**src/rtl/rcw_pkg.sv**
```systemverilog
// Package with constants for the reset configuration word latch
package rcw_pkg;
    // Configuration word bit positions (bit 0 is the MSB of the data bus)
    localparam int unsigned CW_WIDTH = 32;
    localparam int unsigned BIT_SRC_GRP1 = 5;
    localparam int unsigned BIT_SRC_GRP2 = 13;
    localparam int unsigned BIT_SRC_GRP3 = 21;
    localparam int unsigned BIT_RELEASE_DIRECT = 19;
    // Internal default word, bits 0..31 from the MSB down; bits 0..5 left out as zero
    localparam logic [31:0] CW_DEFAULT = 32'h03bb_f0a3;
    // Release delays after reset negation, in clocks
    localparam logic [4:0] DELAY_INTERNAL = 5'h0f;
    localparam logic [4:0] DELAY_EXTERNAL = 5'h11;
    // Register map
    localparam logic [7:0] OFF_CFG_WORD = 8'h00;
    localparam logic [7:0] OFF_STATUS = 8'h04;
    localparam logic [7:0] OFF_CTRL = 8'h08;
    localparam logic [31:0] CTRL_RESET = 32'h0000_0000;
    typedef enum logic [1:0] {
        CLK_SPECIAL_TEST,
        CLK_SYNTH_BYPASS,
        CLK_ONE_TO_ONE,
        CLK_NORMAL
    } rcw_clk_mode_t;
    typedef enum {
        ST_HOLD,
        ST_COUNT,
        ST_DONE
    } rcw_state_t;
endpackage
```
**src/rtl/rcw_latch.sv**
```systemverilog
// Reset configuration word latch and internal reset release timer
// Contract
// - External word when debug serial in high
// - Latch word when internal reset negates
// - Bits 6-8 set boot wait states
// - Bits 9-10 place instruction memory
// - Bits 11-12 place SRAM block
// - Bits 5, 13, 21 select next group source
// - Bits 17,18 select handshake, arbitration pins
// - Bit 19 set: release after 15/17
// - Normal, bit 19 clear: lock or timeout
// - Clock mode from two straps
// - One-to-one mode waits lock plus delay
// - Bypass/test: release after fixed delay
// - Bit 24 enables local memory
// - Bit 25 redirects port accesses externally
// - Bits 30,31 low enable test modes
//
// Implementation choices: the address map and the AHB-Lite slave port.
`timescale 1ns/1ps
`default_nettype none
module rcw_latch
    import rcw_pkg::*;
#(
    parameter int unsigned TIMEOUT_CYCLES = 16384
) (
    input wire logic clk_sys,
    input wire logic rstn,
    input wire logic resetRequest,
    input wire logic resetSourceExternal,
    input wire logic debugSerialIn,
    input wire logic [31:0] dataBusIn,
    input wire logic synthLocked,
    input wire logic synthSupplyStrap,
    input wire logic clockModeStrap,
    output logic resetOutputN,
    output logic [2:0] bootWaitStates,
    output logic [1:0] instrMemBase,
    output logic [1:0] sramBlockBase,
    output logic busCycleTypePins,
    output logic busWriteBurstPins,
    output logic debugTrackPins,
    output logic handshakePins,
    output logic arbitrationPins,
    output logic localMemEnable,
    output logic portReplacementMode,
    output logic upperAddrPins,
    output logic testSlaveEnable,
    output logic testTransparentEnable,
    input wire logic hsel,
    input wire logic [31:0] haddr,
    input wire logic [1:0] htrans,
    input wire logic hwrite,
    input wire logic [2:0] hsize,
    input wire logic [31:0] hwdata,
    input wire logic hready,
    output logic hreadyout,
    output logic hresp,
    output logic [31:0] hrdata
);
    // ------------------------------------------------------------
    // Reset synchroniser
    // ------------------------------------------------------------
    logic rstMeta, rstSync;
    always_ff @(posedge clk_sys or negedge rstn) begin
        if (!rstn) begin
            rstMeta <= 1'b0;
            rstSync <= 1'b0;
        end else begin
            rstMeta <= 1'b1;
            rstSync <= rstMeta;
        end
    end

    // Bit n counted from the MSB, as the configuration word numbers them
    function automatic logic cwBit(input logic [31:0] w, input int unsigned n);
        return w[31 - n];
    endfunction

    // ------------------------------------------------------------
    // Word assembly
    // ------------------------------------------------------------
    logic [31:0] assembled;
    always_comb begin
        assembled = CW_DEFAULT;
        if (debugSerialIn) begin
            // Groups after the first taken from the pins only if the prior group's last bit asks
            assembled[31:26] = dataBusIn[31:26];
            if (cwBit(dataBusIn, BIT_SRC_GRP1)) begin
                assembled[25:18] = dataBusIn[25:18];
                if (cwBit(dataBusIn, BIT_SRC_GRP2)) begin
                    assembled[17:10] = dataBusIn[17:10];
                    if (cwBit(dataBusIn, BIT_SRC_GRP3)) begin
                        assembled[9:0] = dataBusIn[9:0];
                    end
                end
            end
        end
    end

    // ------------------------------------------------------------
    // Clock mode and release sequencing
    // ------------------------------------------------------------
    rcw_clk_mode_t clkMode;
    assign clkMode = rcw_clk_mode_t'({synthSupplyStrap, clockModeStrap});

    rcw_state_t state;
    logic [4:0] delayCnt;
    logic [4:0] delayTarget;
    logic [31:0] timeoutCnt;
    logic delayDone, timedOut, releaseNow, extSrcReg;
    logic [31:0] softCtrl;
    logic softReset;
    logic [31:0] cfgWord;

    assign softReset = softCtrl[0];
    assign delayTarget = extSrcReg ? DELAY_EXTERNAL : DELAY_INTERNAL;
    assign delayDone = (delayCnt >= delayTarget);
    assign timedOut = (timeoutCnt >= TIMEOUT_CYCLES);

    // Release decision depends on mode; bit 19 of the assembled word is used live
    always_comb begin
        unique case (clkMode)
            CLK_NORMAL: begin
                if (cwBit(assembled, BIT_RELEASE_DIRECT)) begin
                    releaseNow = delayDone;
                end else begin
                    releaseNow = (synthLocked && delayDone) || timedOut;
                end
            end
            CLK_ONE_TO_ONE: releaseNow = synthLocked && delayDone;
            CLK_SYNTH_BYPASS, CLK_SPECIAL_TEST: releaseNow = delayDone;
        endcase
    end

    // Sequencer: hold while reset requested, count after negation
    always_ff @(posedge clk_sys or negedge rstSync) begin
        if (!rstSync) begin
            state <= ST_HOLD;
            delayCnt <= 5'h00;
            timeoutCnt <= 32'h0000_0000;
            extSrcReg <= 1'b1;
        end else if (resetRequest || softReset) begin
            state <= ST_HOLD;
            delayCnt <= 5'h00;
            timeoutCnt <= 32'h0000_0000;
            extSrcReg <= resetRequest && resetSourceExternal;
        end else begin
            unique case (state)
                ST_HOLD: state <= ST_COUNT;
                ST_COUNT: begin
                    if (!delayDone) delayCnt <= delayCnt + 5'h01;
                    if (!timedOut) timeoutCnt <= timeoutCnt + 32'h0000_0001;
                    if (releaseNow) state <= ST_DONE;
                end
                ST_DONE: state <= ST_DONE;
            endcase
        end
    end

    // Word captured on the edge that negates internal reset
    always_ff @(posedge clk_sys or negedge rstSync) begin
        if (!rstSync) begin
            cfgWord <= CW_DEFAULT;
        end else if (state == ST_COUNT && releaseNow && !resetRequest && !softReset) begin
            cfgWord <= assembled;
        end
    end

    // Internal reset reflected on the reset output
    always_ff @(posedge clk_sys or negedge rstSync) begin
        if (!rstSync) begin
            resetOutputN <= 1'b0;
        end else begin
            resetOutputN <= (state == ST_COUNT && releaseNow && !resetRequest && !softReset)
                || (state == ST_DONE && !resetRequest && !softReset);
        end
    end

    // ------------------------------------------------------------
    // Decoded configuration outputs
    // ------------------------------------------------------------
    assign bootWaitStates = cfgWord[25:23];
    assign instrMemBase = cfgWord[22:21];
    assign sramBlockBase = cfgWord[20:19];
    assign busCycleTypePins = cwBit(cfgWord, 14);
    assign busWriteBurstPins = cwBit(cfgWord, 15);
    assign debugTrackPins = cwBit(cfgWord, 16);
    assign upperAddrPins = cwBit(cfgWord, 26);
    assign handshakePins = cwBit(cfgWord, 17);
    assign arbitrationPins = cwBit(cfgWord, 18);
    assign localMemEnable = cwBit(cfgWord, 24);
    assign portReplacementMode = cwBit(cfgWord, 25);
    // Active low in the word, so enables invert
    assign testSlaveEnable = !cwBit(cfgWord, 30);
    assign testTransparentEnable = !cwBit(cfgWord, 31);

    // ------------------------------------------------------------
    // AHB-Lite slave, zero wait states
    // ------------------------------------------------------------
    logic dpValid, dpWrite;
    logic [7:0] dpAddr;
    always_ff @(posedge clk_sys or negedge rstSync) begin
        if (!rstSync) begin
            dpValid <= 1'b0;
            dpWrite <= 1'b0;
            dpAddr <= 8'h00;
        end else if (hready) begin
            dpValid <= hsel && htrans[1];
            dpWrite <= hwrite;
            dpAddr <= haddr[7:0];
        end
    end

    // Control: bit 0 is a software reset request, self-clearing on restart
    always_ff @(posedge clk_sys or negedge rstSync) begin
        if (!rstSync) begin
            softCtrl <= CTRL_RESET;
        end else if (dpValid && dpWrite && dpAddr == OFF_CTRL) begin
            softCtrl <= {31'h0000_0000, hwdata[0]};
        end else if (softReset) begin
            softCtrl <= CTRL_RESET;
        end
    end

    // Read data registered in the address phase
    always_ff @(posedge clk_sys or negedge rstSync) begin
        if (!rstSync) begin
            hrdata <= 32'h0000_0000;
        end else if (hready && hsel && htrans[1] && !hwrite) begin
            unique case (haddr[7:0])
                OFF_CFG_WORD: hrdata <= cfgWord;
                OFF_STATUS: hrdata <= {28'h0000_000, clkMode, synthLocked, resetOutputN};
                OFF_CTRL: hrdata <= softCtrl;
                default: hrdata <= 32'h0000_0000;
            endcase
        end
    end

    assign hreadyout = 1'b1;
    assign hresp = 1'b0;
    logic unusedBits;
    assign unusedBits = ^{hsize, haddr[31:8], hwdata[31:1]};
endmodule
`default_nettype wire

```
**config.mk**
```make
export PLATFORM = sky130hd
export DESIGN_NAME = rcw_latch
export DESIGN_NICKNAME = d
export VERILOG_FILES = /design/src/rtl/rcw_pkg.sv /design/src/rtl/rcw_latch.sv
export SDC_FILE = /design/constraint.sdc
export NUM_CORES = 1
export LEC_CHECK = 0
export BUFFER_PORTS_ARGS = -buffer_cell sky130_fd_sc_hd__buf_2
export CORE_MARGIN = 8
export CORE_UTILIZATION = 53
export CTS_CLUSTER_DIAMETER = 50
export DETAILED_ROUTE_END_ITERATION = 16
export PLACE_DENSITY = 0.83
export SYNTH_ARGS = -nofsm -noshare
export SYNTH_HDL_FRONTEND = slang
export SYNTH_SLANG_ARGS = --single-unit
```
**constraint.sdc**
```tcl
create_clock -name clk_sys -period 5.1 [get_ports clk_sys]
set_input_delay 0.255 -clock clk_sys [delete_from_list [all_inputs] [get_ports clk_sys]]
set_output_delay 0.255 -clock clk_sys [all_outputs]
set_load 0.02 [all_outputs]
```
==> results of run 1 <==
[layout by cell type, fill, tap and decap left out, types with 3 or more instances in the layout]
cell type	Yosys	final
xnor2_1	5	5
mux2_2	14	14
xor2_1	4	4
clkbuf_8	0	6
and3_1	6	6
nor2b_1	5	5
inv_1	39	39
dfstp_2	17	17
nor4_1	8	8
bufinv_16	0	5
ha_1	9	9
mux2i_1	37	37
or3_1	5	5
a22o_1	28	28
a41oi_1	4	4
dlygate4sd3_1	0	23
conb_1	2	3
nand2_1	31	31
buf_2	5	102
dfrtp_1	101	100
nand3_1	12	12
and2_1	15	15
a21oi_1	7	7
o21ai_0	7	7
clkbuf_16	0	16
nand4_1	9	9
nor2_1	42	42
buf_4	11	5
[cells by family after synthesis]
| logic type | count (synthesis) | share of synthesized area (%) |
|---|---|---|
| AND/OR/NAND/NOR | 150 | 15.1 |
| buffers and inverters | 66 | 5.59 |
| AO/OA/AOI/OAI | 62 | 9.22 |
| adder cells (fa/ha/maj) | 9 | 2.13 |
| other | 2 | 0.142 |
| XOR/XNOR | 9 | 1.49 |
| flip-flops | 118 | 56.3 |
| multiplexers | 51 | 10.0 |
[path summary, 6_finish.rpt]
kind	to	cells past startpoint
worst max-delay path	cfgWord[22]$_DFFE_PN0P_	8
worst min-delay path	cfgWord[23]$_DFFE_PN1P_	3
worst max register to register	cfgWord[22]$_DFFE_PN0P_	8
worst min register to register	rstSync$_DFF_PN0_	0
max in group asynchronous	hrdata[12]$_DFFE_PN0P_	1
min in group asynchronous	rstMeta$_DFF_PN0_	2
[layout make-up]
type | instances | area share, %
sequential | 118 | 44.1
multi-input combinational | 284 | 30.0
timing repair buffer | 130 | 11.5
clock buffer | 24 | 7.26
clock inverter | 8 | 2.48
tap | 133 | 2.46
inverter | 40 | 2.22
[routing by layer]
metal / track usage (%) / up-vias / routed length, um
met5: 0 / - / 0
met4: 8.12 / 0 / 168
met3: 7.35 / 18 / 972
met2: 35.1 / 146 / 6870
met1: 23.3 / 2030 / 5090
li1: - / 1849 / -
[state kept, by name, summed over array words and instances (netlist names)]
| register | count |
|---|---|
| cfgWord | 32 |
| delayCnt | 5 |
| state | 2 |
| resetOutputN | 1 |
| rstSync | 1 |
| dpAddr | 8 |
| timeoutCnt | 32 |
| dpValid | 1 |
| dpWrite | 1 |
| hrdata | 32 |
| extSrcReg | 1 |
| softCtrl | 1 |
| rstMeta | 1 |
[metrics by stage]
stage	setup slack (ns)	instances	area [sq um]	util [%]	power, uW
floorplan	1.60	468	5290	-	1250
global placement	2.51	682	5870	60.3	1310
detailed placement	2.41	682	5870	60.3	1340
global route	2.22	737	6750	69.4	2750
CTS	2.33	737	6750	69.4	2670
finish	2.32	737	6750	69.4	2660
[power by group]
group	leakage, uW	switching [uW]	internal [uW]	total, uW
registers	0.00150	55.2	1010	1060
clock network	0.000321	410	907	1320
logic	0.00157	163	122	285
total	0.00340	628	2030	2660
[critical path, stage by stage (launching register included)]
cell and delay [ns]:
dfstp_2 0.56, inv_1 0.06, ha_1 0.32, nand3_1 0.12, o22ai_1 0.20, o2bb2ai_1 0.22, a211oi_4 0.28, buf_4 0.49
mux2_2 0.39
==> reports/metrics.csv, run 1 <==
metric,value,unit
dp.final_hpwl,8370,um
leakage,0.00340,uW
ys_ff_latch,118,
critPathLaunch,extSrcReg$_DFFE_PN1N_,
yosysWarningCount,0,
die-area,13400,sq um
vias,4043,
crit_type,register to register,
cts_buffers,17,
ir_drop,270,uV
syn_area_per_cell,11.3,sq um
ys_types,55,
port_buffers,102,
drv_cap,0,
nets,712,
coreArea,9730,sq um
root_buffer,clkbuf_8,
tritoncts,built,
htree_levels,4,
synthCells,467,
timing.hold.ws,0.0202,ns
ys.flop_type,dfrtp_1,
slew_violations,0,
fp.dieW,116,um
final-hold-violation-count,0,
fp.dieH,116,um
hold_start,dataBusIn[23],
fin_skew,0.0110,ns
netlist_top_cells_area,"dfrtp_1 (48%), dfstp_2 (8.5%), mux2i_1 (7.0%)",
grt_pass1_vias,4412,
outcome,"finished, final reports clean",
clkSlewWorstSetupHoldPaths,0.06,ns
tns,0,ns
overflow,0,
power.density,394,nW/um^2
pin_count,164,
n_fill_cell,696,
post-route-min-period,2.78,ns
grt_setup_unrepaired,no,
async_flop_share,100,%
synth_seq_area_share,56.3,%
startpoint_type,register,
critPathMaxFanout,32,
avgViaCountPerCell,5.49,
setup_viol,0,
multi_input_area,2020,sq um
grt_max_degree,62,
worstPathArrival,3.18,ns
synthToLayoutAreaGrowth,27.9,%
layout-drive-gt1-share,30.3,%
crit_required,5.50,ns
holdBufCountCts,23,
globalRouteTotalUtil,20.7,%
slew_headroom,50.9,%
num_rows,36,
first_pass_iters,4,
max_clock_freq,360,MHz
period_share,54.5,%
r2r_start,extSrcReg$_DFFE_PN1N_,
synth.most_common_cell,dfrtp_1,
cts_setup_buffers,0,
clkLatencyLatePin,0.52,ns
post_cts_resized,0,
end_kind,register,
holdCritPathClass,input port to register,
antenna_left,0,
synth_area,5280,sq um
yosys.area.top_type,dfrtp_1,
synth_common_cells,"dfrtp_1 (101), nor2_1 (42), inv_1 (39)",
drtIter0Drc,263,
wl,13100,um
antenna_found_initial,0,
gp_congestion,0.766,
yosysTopAreaCellShare,47.9,%
reg2reg_slack,2.32,ns
worstMarginPinSlew,0.737,ns
start_util,54.3,%
num_antenna_cells,0,
cts_sinks,118,
route.detailed.drc,0,
register_area,2980,sq um
grt_pass1_wl,21600,um
synth_edf_count,0,
ctsLongestPathBuffers,2,
avgRoutedWirePerCell,17.8,um
Power figures use the tool's default switching activity.
==> inputs of run 2 (changes only) <==
--- a/config.mk
+++ b/config.mk
@@ -5,12 +5,13 @@
 export SDC_FILE = /design/constraint.sdc
 export NUM_CORES = 1
 export LEC_CHECK = 0
+export ABC_AREA = 1
 export BUFFER_PORTS_ARGS = -buffer_cell sky130_fd_sc_hd__buf_2
 export CORE_MARGIN = 8
-export CORE_UTILIZATION = 53
+export CORE_UTILIZATION = 52
 export CTS_CLUSTER_DIAMETER = 50
 export DETAILED_ROUTE_END_ITERATION = 16
-export PLACE_DENSITY = 0.83
+export PLACE_DENSITY = 0.81
 export SYNTH_ARGS = -nofsm -noshare
 export SYNTH_HDL_FRONTEND = slang
 export SYNTH_SLANG_ARGS = --single-unit
==> constraint.sdc (replaced) <==
create_clock -name clk_sys -period 2.63 [get_ports clk_sys]
set_input_delay 0.1315 -clock clk_sys [delete_from_list [all_inputs] [get_ports clk_sys]]
set_output_delay 0.1315 -clock clk_sys [all_outputs]
set_load 0.02 [all_outputs]
==> run 2 against run 1 <==
Combinational power rose to 4.0 times the previous value. Hold slack about the same. Clock skew up 0.0039 ns. Final area up 9.2%. Sequential cell count unchanged. Die area up 7.5%. Global-route usage up 2.9 points. Final cell count up 34%. Largest power group unchanged.
==> reports/metrics.csv, run 2 <==
metric,value,unit,change
yosysTopAreaCellShare,44.8,%,-3.0 points
num_rows,38,,+5.6%
gp_congestion,0.855,,+12%
fp.dieH,120,um,+3.7%
fin_skew,0.0150,ns,+0.00393 ns
ir_drop,492,uV,+82%
overflow,0,,unchanged
period_share,91.5,%,+37 points
synthCells,691,,+48%
worstMarginPinSlew,0.780,ns,+0.0426 ns
cts_sinks,118,,unchanged
root_buffer,clkbuf_8,,
end_kind,register,,
synth_common_cells,"nand2_1 (212), dfrtp_1 (101), nand3_1 (71)",,
grt_pass1_vias,5484,,+24%
n_fill_cell,731,,+5.0%
pin_count,164,,unchanged
placed_cell_area,6210,sq um,+6.0%
fp.dieW,120,um,+3.7%
fin_area,7370,sq um,+9.2%
cts_setup_buffers,0,,unchanged
synth_area,5640,sq um,+6.7%
cts_buffers,17,,unchanged
crit_required,3.09,ns,-2.41 ns
dp.final_hpwl,9490,um,+13%
clkLatencyLatePin,0.54,ns,+0.02 ns
globalRouteTotalUtil,23.6,%,+2.9 points
layout-drive-gt1-share,20.6,%,-9.7 points
final-hold-violation-count,0,,unchanged
first_pass_iters,8,,+4
crit_type,register to register,,
route.detailed.drc,0,,unchanged
outcome,"finished, final reports clean",,
synth_edf_count,0,,unchanged
syn_area_per_cell,8.16,sq um,-28%
ys_types,29,,-47%
cpMaxStageDelayCell,dfstp_2,,
synth_seq_area_share,52.8,%,-3.5 points
post-route-min-period,2.41,ns,-0.373 ns
antenna_left,0,,unchanged
tritoncts,built,,
drv_cap,0,,unchanged
grt_pass1_wl,27100,um,+26%
max_stage_delay,0.57,ns,about the same
reg_top3,"cfgWord x32, hrdata x32, timeoutCnt x32",,
power.density,811,nW/um^2,+110%
crit_chain,inv_1 > ha_1 > nand2_1 > nor2_1 > nand2_1 > nand3_1 > o21ai_0 > nand2_2 > buf_4 > nand4_1 > nand2_1,,
slew_violations,0,,unchanged
drtIter0Drc,611,,+130%
fin_util,68.9,%,-0.49 points
vias,5446,,+35%
tns,0,ns,unchanged
cp_common_cell,nand2_1,,
nets,956,,+34%
avgRoutedWirePerCell,16.7,um,-6.2%
final_common_cell,nand2_1,,
yosysWarningCount,0,,unchanged
start_util,52.7,%,-1.6 points
coreArea,10700,sq um,+10%
holdCritPathClass,input port to register,,
grt_max_degree,55,,-11%
critPathMaxFanout,23,,-28%
setup_viol,0,,unchanged
wl,16500,um,+26%
grt_setup_unrepaired,no,,
clkSlewWorstSetupHoldPaths,0.06,ns,about the same
yosys.area.top_type,dfrtp_1,,
ctsLongestPathBuffers,2,,unchanged
avgViaCountPerCell,5.51,,+0.38%
synthToLayoutAreaGrowth,30.8,%,
netlist_top_cells_area,"dfrtp_1 (45%), nand2_1 (14%), dfstp_2 (7.9%)",,
antenna_found_initial,1,,+1
async_flop_share,100,%,unchanged
worstPathArrival,2.87,ns,-0.31 ns
synth.most_common_cell,nand2_1,,
final_cell_mix,"nand2_1 (212), buf_2 (102), dfrtp_1 (100)",,
htree_levels,4,,unchanged
startpoint_type,register,,
port_buffers,102,,unchanged
ys_ff_latch,118,,unchanged
die-area,14400,sq um,+7.5%
ys.flop_type,dfrtp_1,,
leakage,0.00384,uW,+13%
max_clock_freq,415,MHz,+16%
slew_headroom,48.0,%,-2.8 points
==> run 2: cell type report <==
cell class              count  area [sq um]  area share (%)
diodes                      1          2.50          0.0339
well taps                 140           175            2.38
repair buffers            165          1140            15.4
clock inverters            13           204            2.77
inverters                  67           251            3.41
flip-flops and latches    118          2980            40.4
multi-input cells         466          2200            29.9
clock buffers              19           422            5.72
==> run 2: per-stage QoR <==
stage	hold slack, ns	power [uW]	cells	setup WS [ns]
floorplan	-0.164	3110	692	0.676
global placement	-0.0828	3340	903	0.381
detailed placement	-0.0801	3400	903	0.323
CTS	0.000974	5940	987	0.246
global route	0.0403	6210	989	0.00194
finish	0.0200	5980	989	0.222
==> run 2: final timing paths <==
check	cells after the start	slack, ns	from	endpoint
worst min-delay path	2	0.02	hready	dpAddr[6]$_DFFE_PN0P_
worst max register to register	11	0.22	extSrcReg$_DFFE_PN1N_	cfgWord[21]$_DFFE_PN1P_
min in group asynchronous	0	0.39	rstSync$_DFF_PN0_	hrdata[18]$_DFFE_PN0P_
worst min register to register	0	0.36	rstMeta$_DFF_PN0_	rstSync$_DFF_PN0_
max in group asynchronous	1	1.51	rstSync$_DFF_PN0_	extSrcReg$_DFFE_PN1N_
worst max-delay path	11	0.22	extSrcReg$_DFFE_PN1N_	cfgWord[21]$_DFFE_PN1P_
==> run 2: worst max-delay path: cells and delay by family (launching register included) <==
| family | cells | cell delay (ns) |
|---|---|---|
| compound gates | 1 | 0.12 |
| buf+inv | 2 | 0.40 |
| flops | 1 | 0.57 |
| simple gates | 7 | 0.96 |
| fa+ha+maj | 1 | 0.29 |
==> run 2: cells by family (layout without fill, tap and decap cells) <==
group	Yosys count	count (layout)	share of synthesized area [%]
DFF	118	118	52.8
other	2	4	0.133
adders and majority gates	9	9	2.00
and+or+nand+nor	410	411	31.8
xor gates and xnor gates	8	8	1.24
muxes	2	2	0.400
AOI/OAI and AO/OA	33	33	3.11
buffers and inverters	109	264	8.55
==> run 2: metal layers <==
layer / track usage, % / vias to the layer above / part of all wire, %
li1: - / 2491 / -
met1: 28.0 / 2543 / 39
met2: 37.0 / 324 / 47
met3: 6.72 / 88 / 8.6
met4: 15.3 / 0 / 5.6
met5: 0 / - / 0
==> run 2: what timing repair did <==
item                       CTS  global route
hold endpoints to repair    46             0
gates resized for setup      0             0
setup endpoints to repair    0             3
hold buffers                52             0
==> run 2: where the power goes <==
| part | total [uW] | internal [uW] | switching [uW] |
|---|---|---|---|
| registers | 2370 | 2160 | 215 |
| clock network | 2470 | 1630 | 845 |
| logic | 1130 | 379 | 754 |
| total | 5980 | 4160 | 1810 |
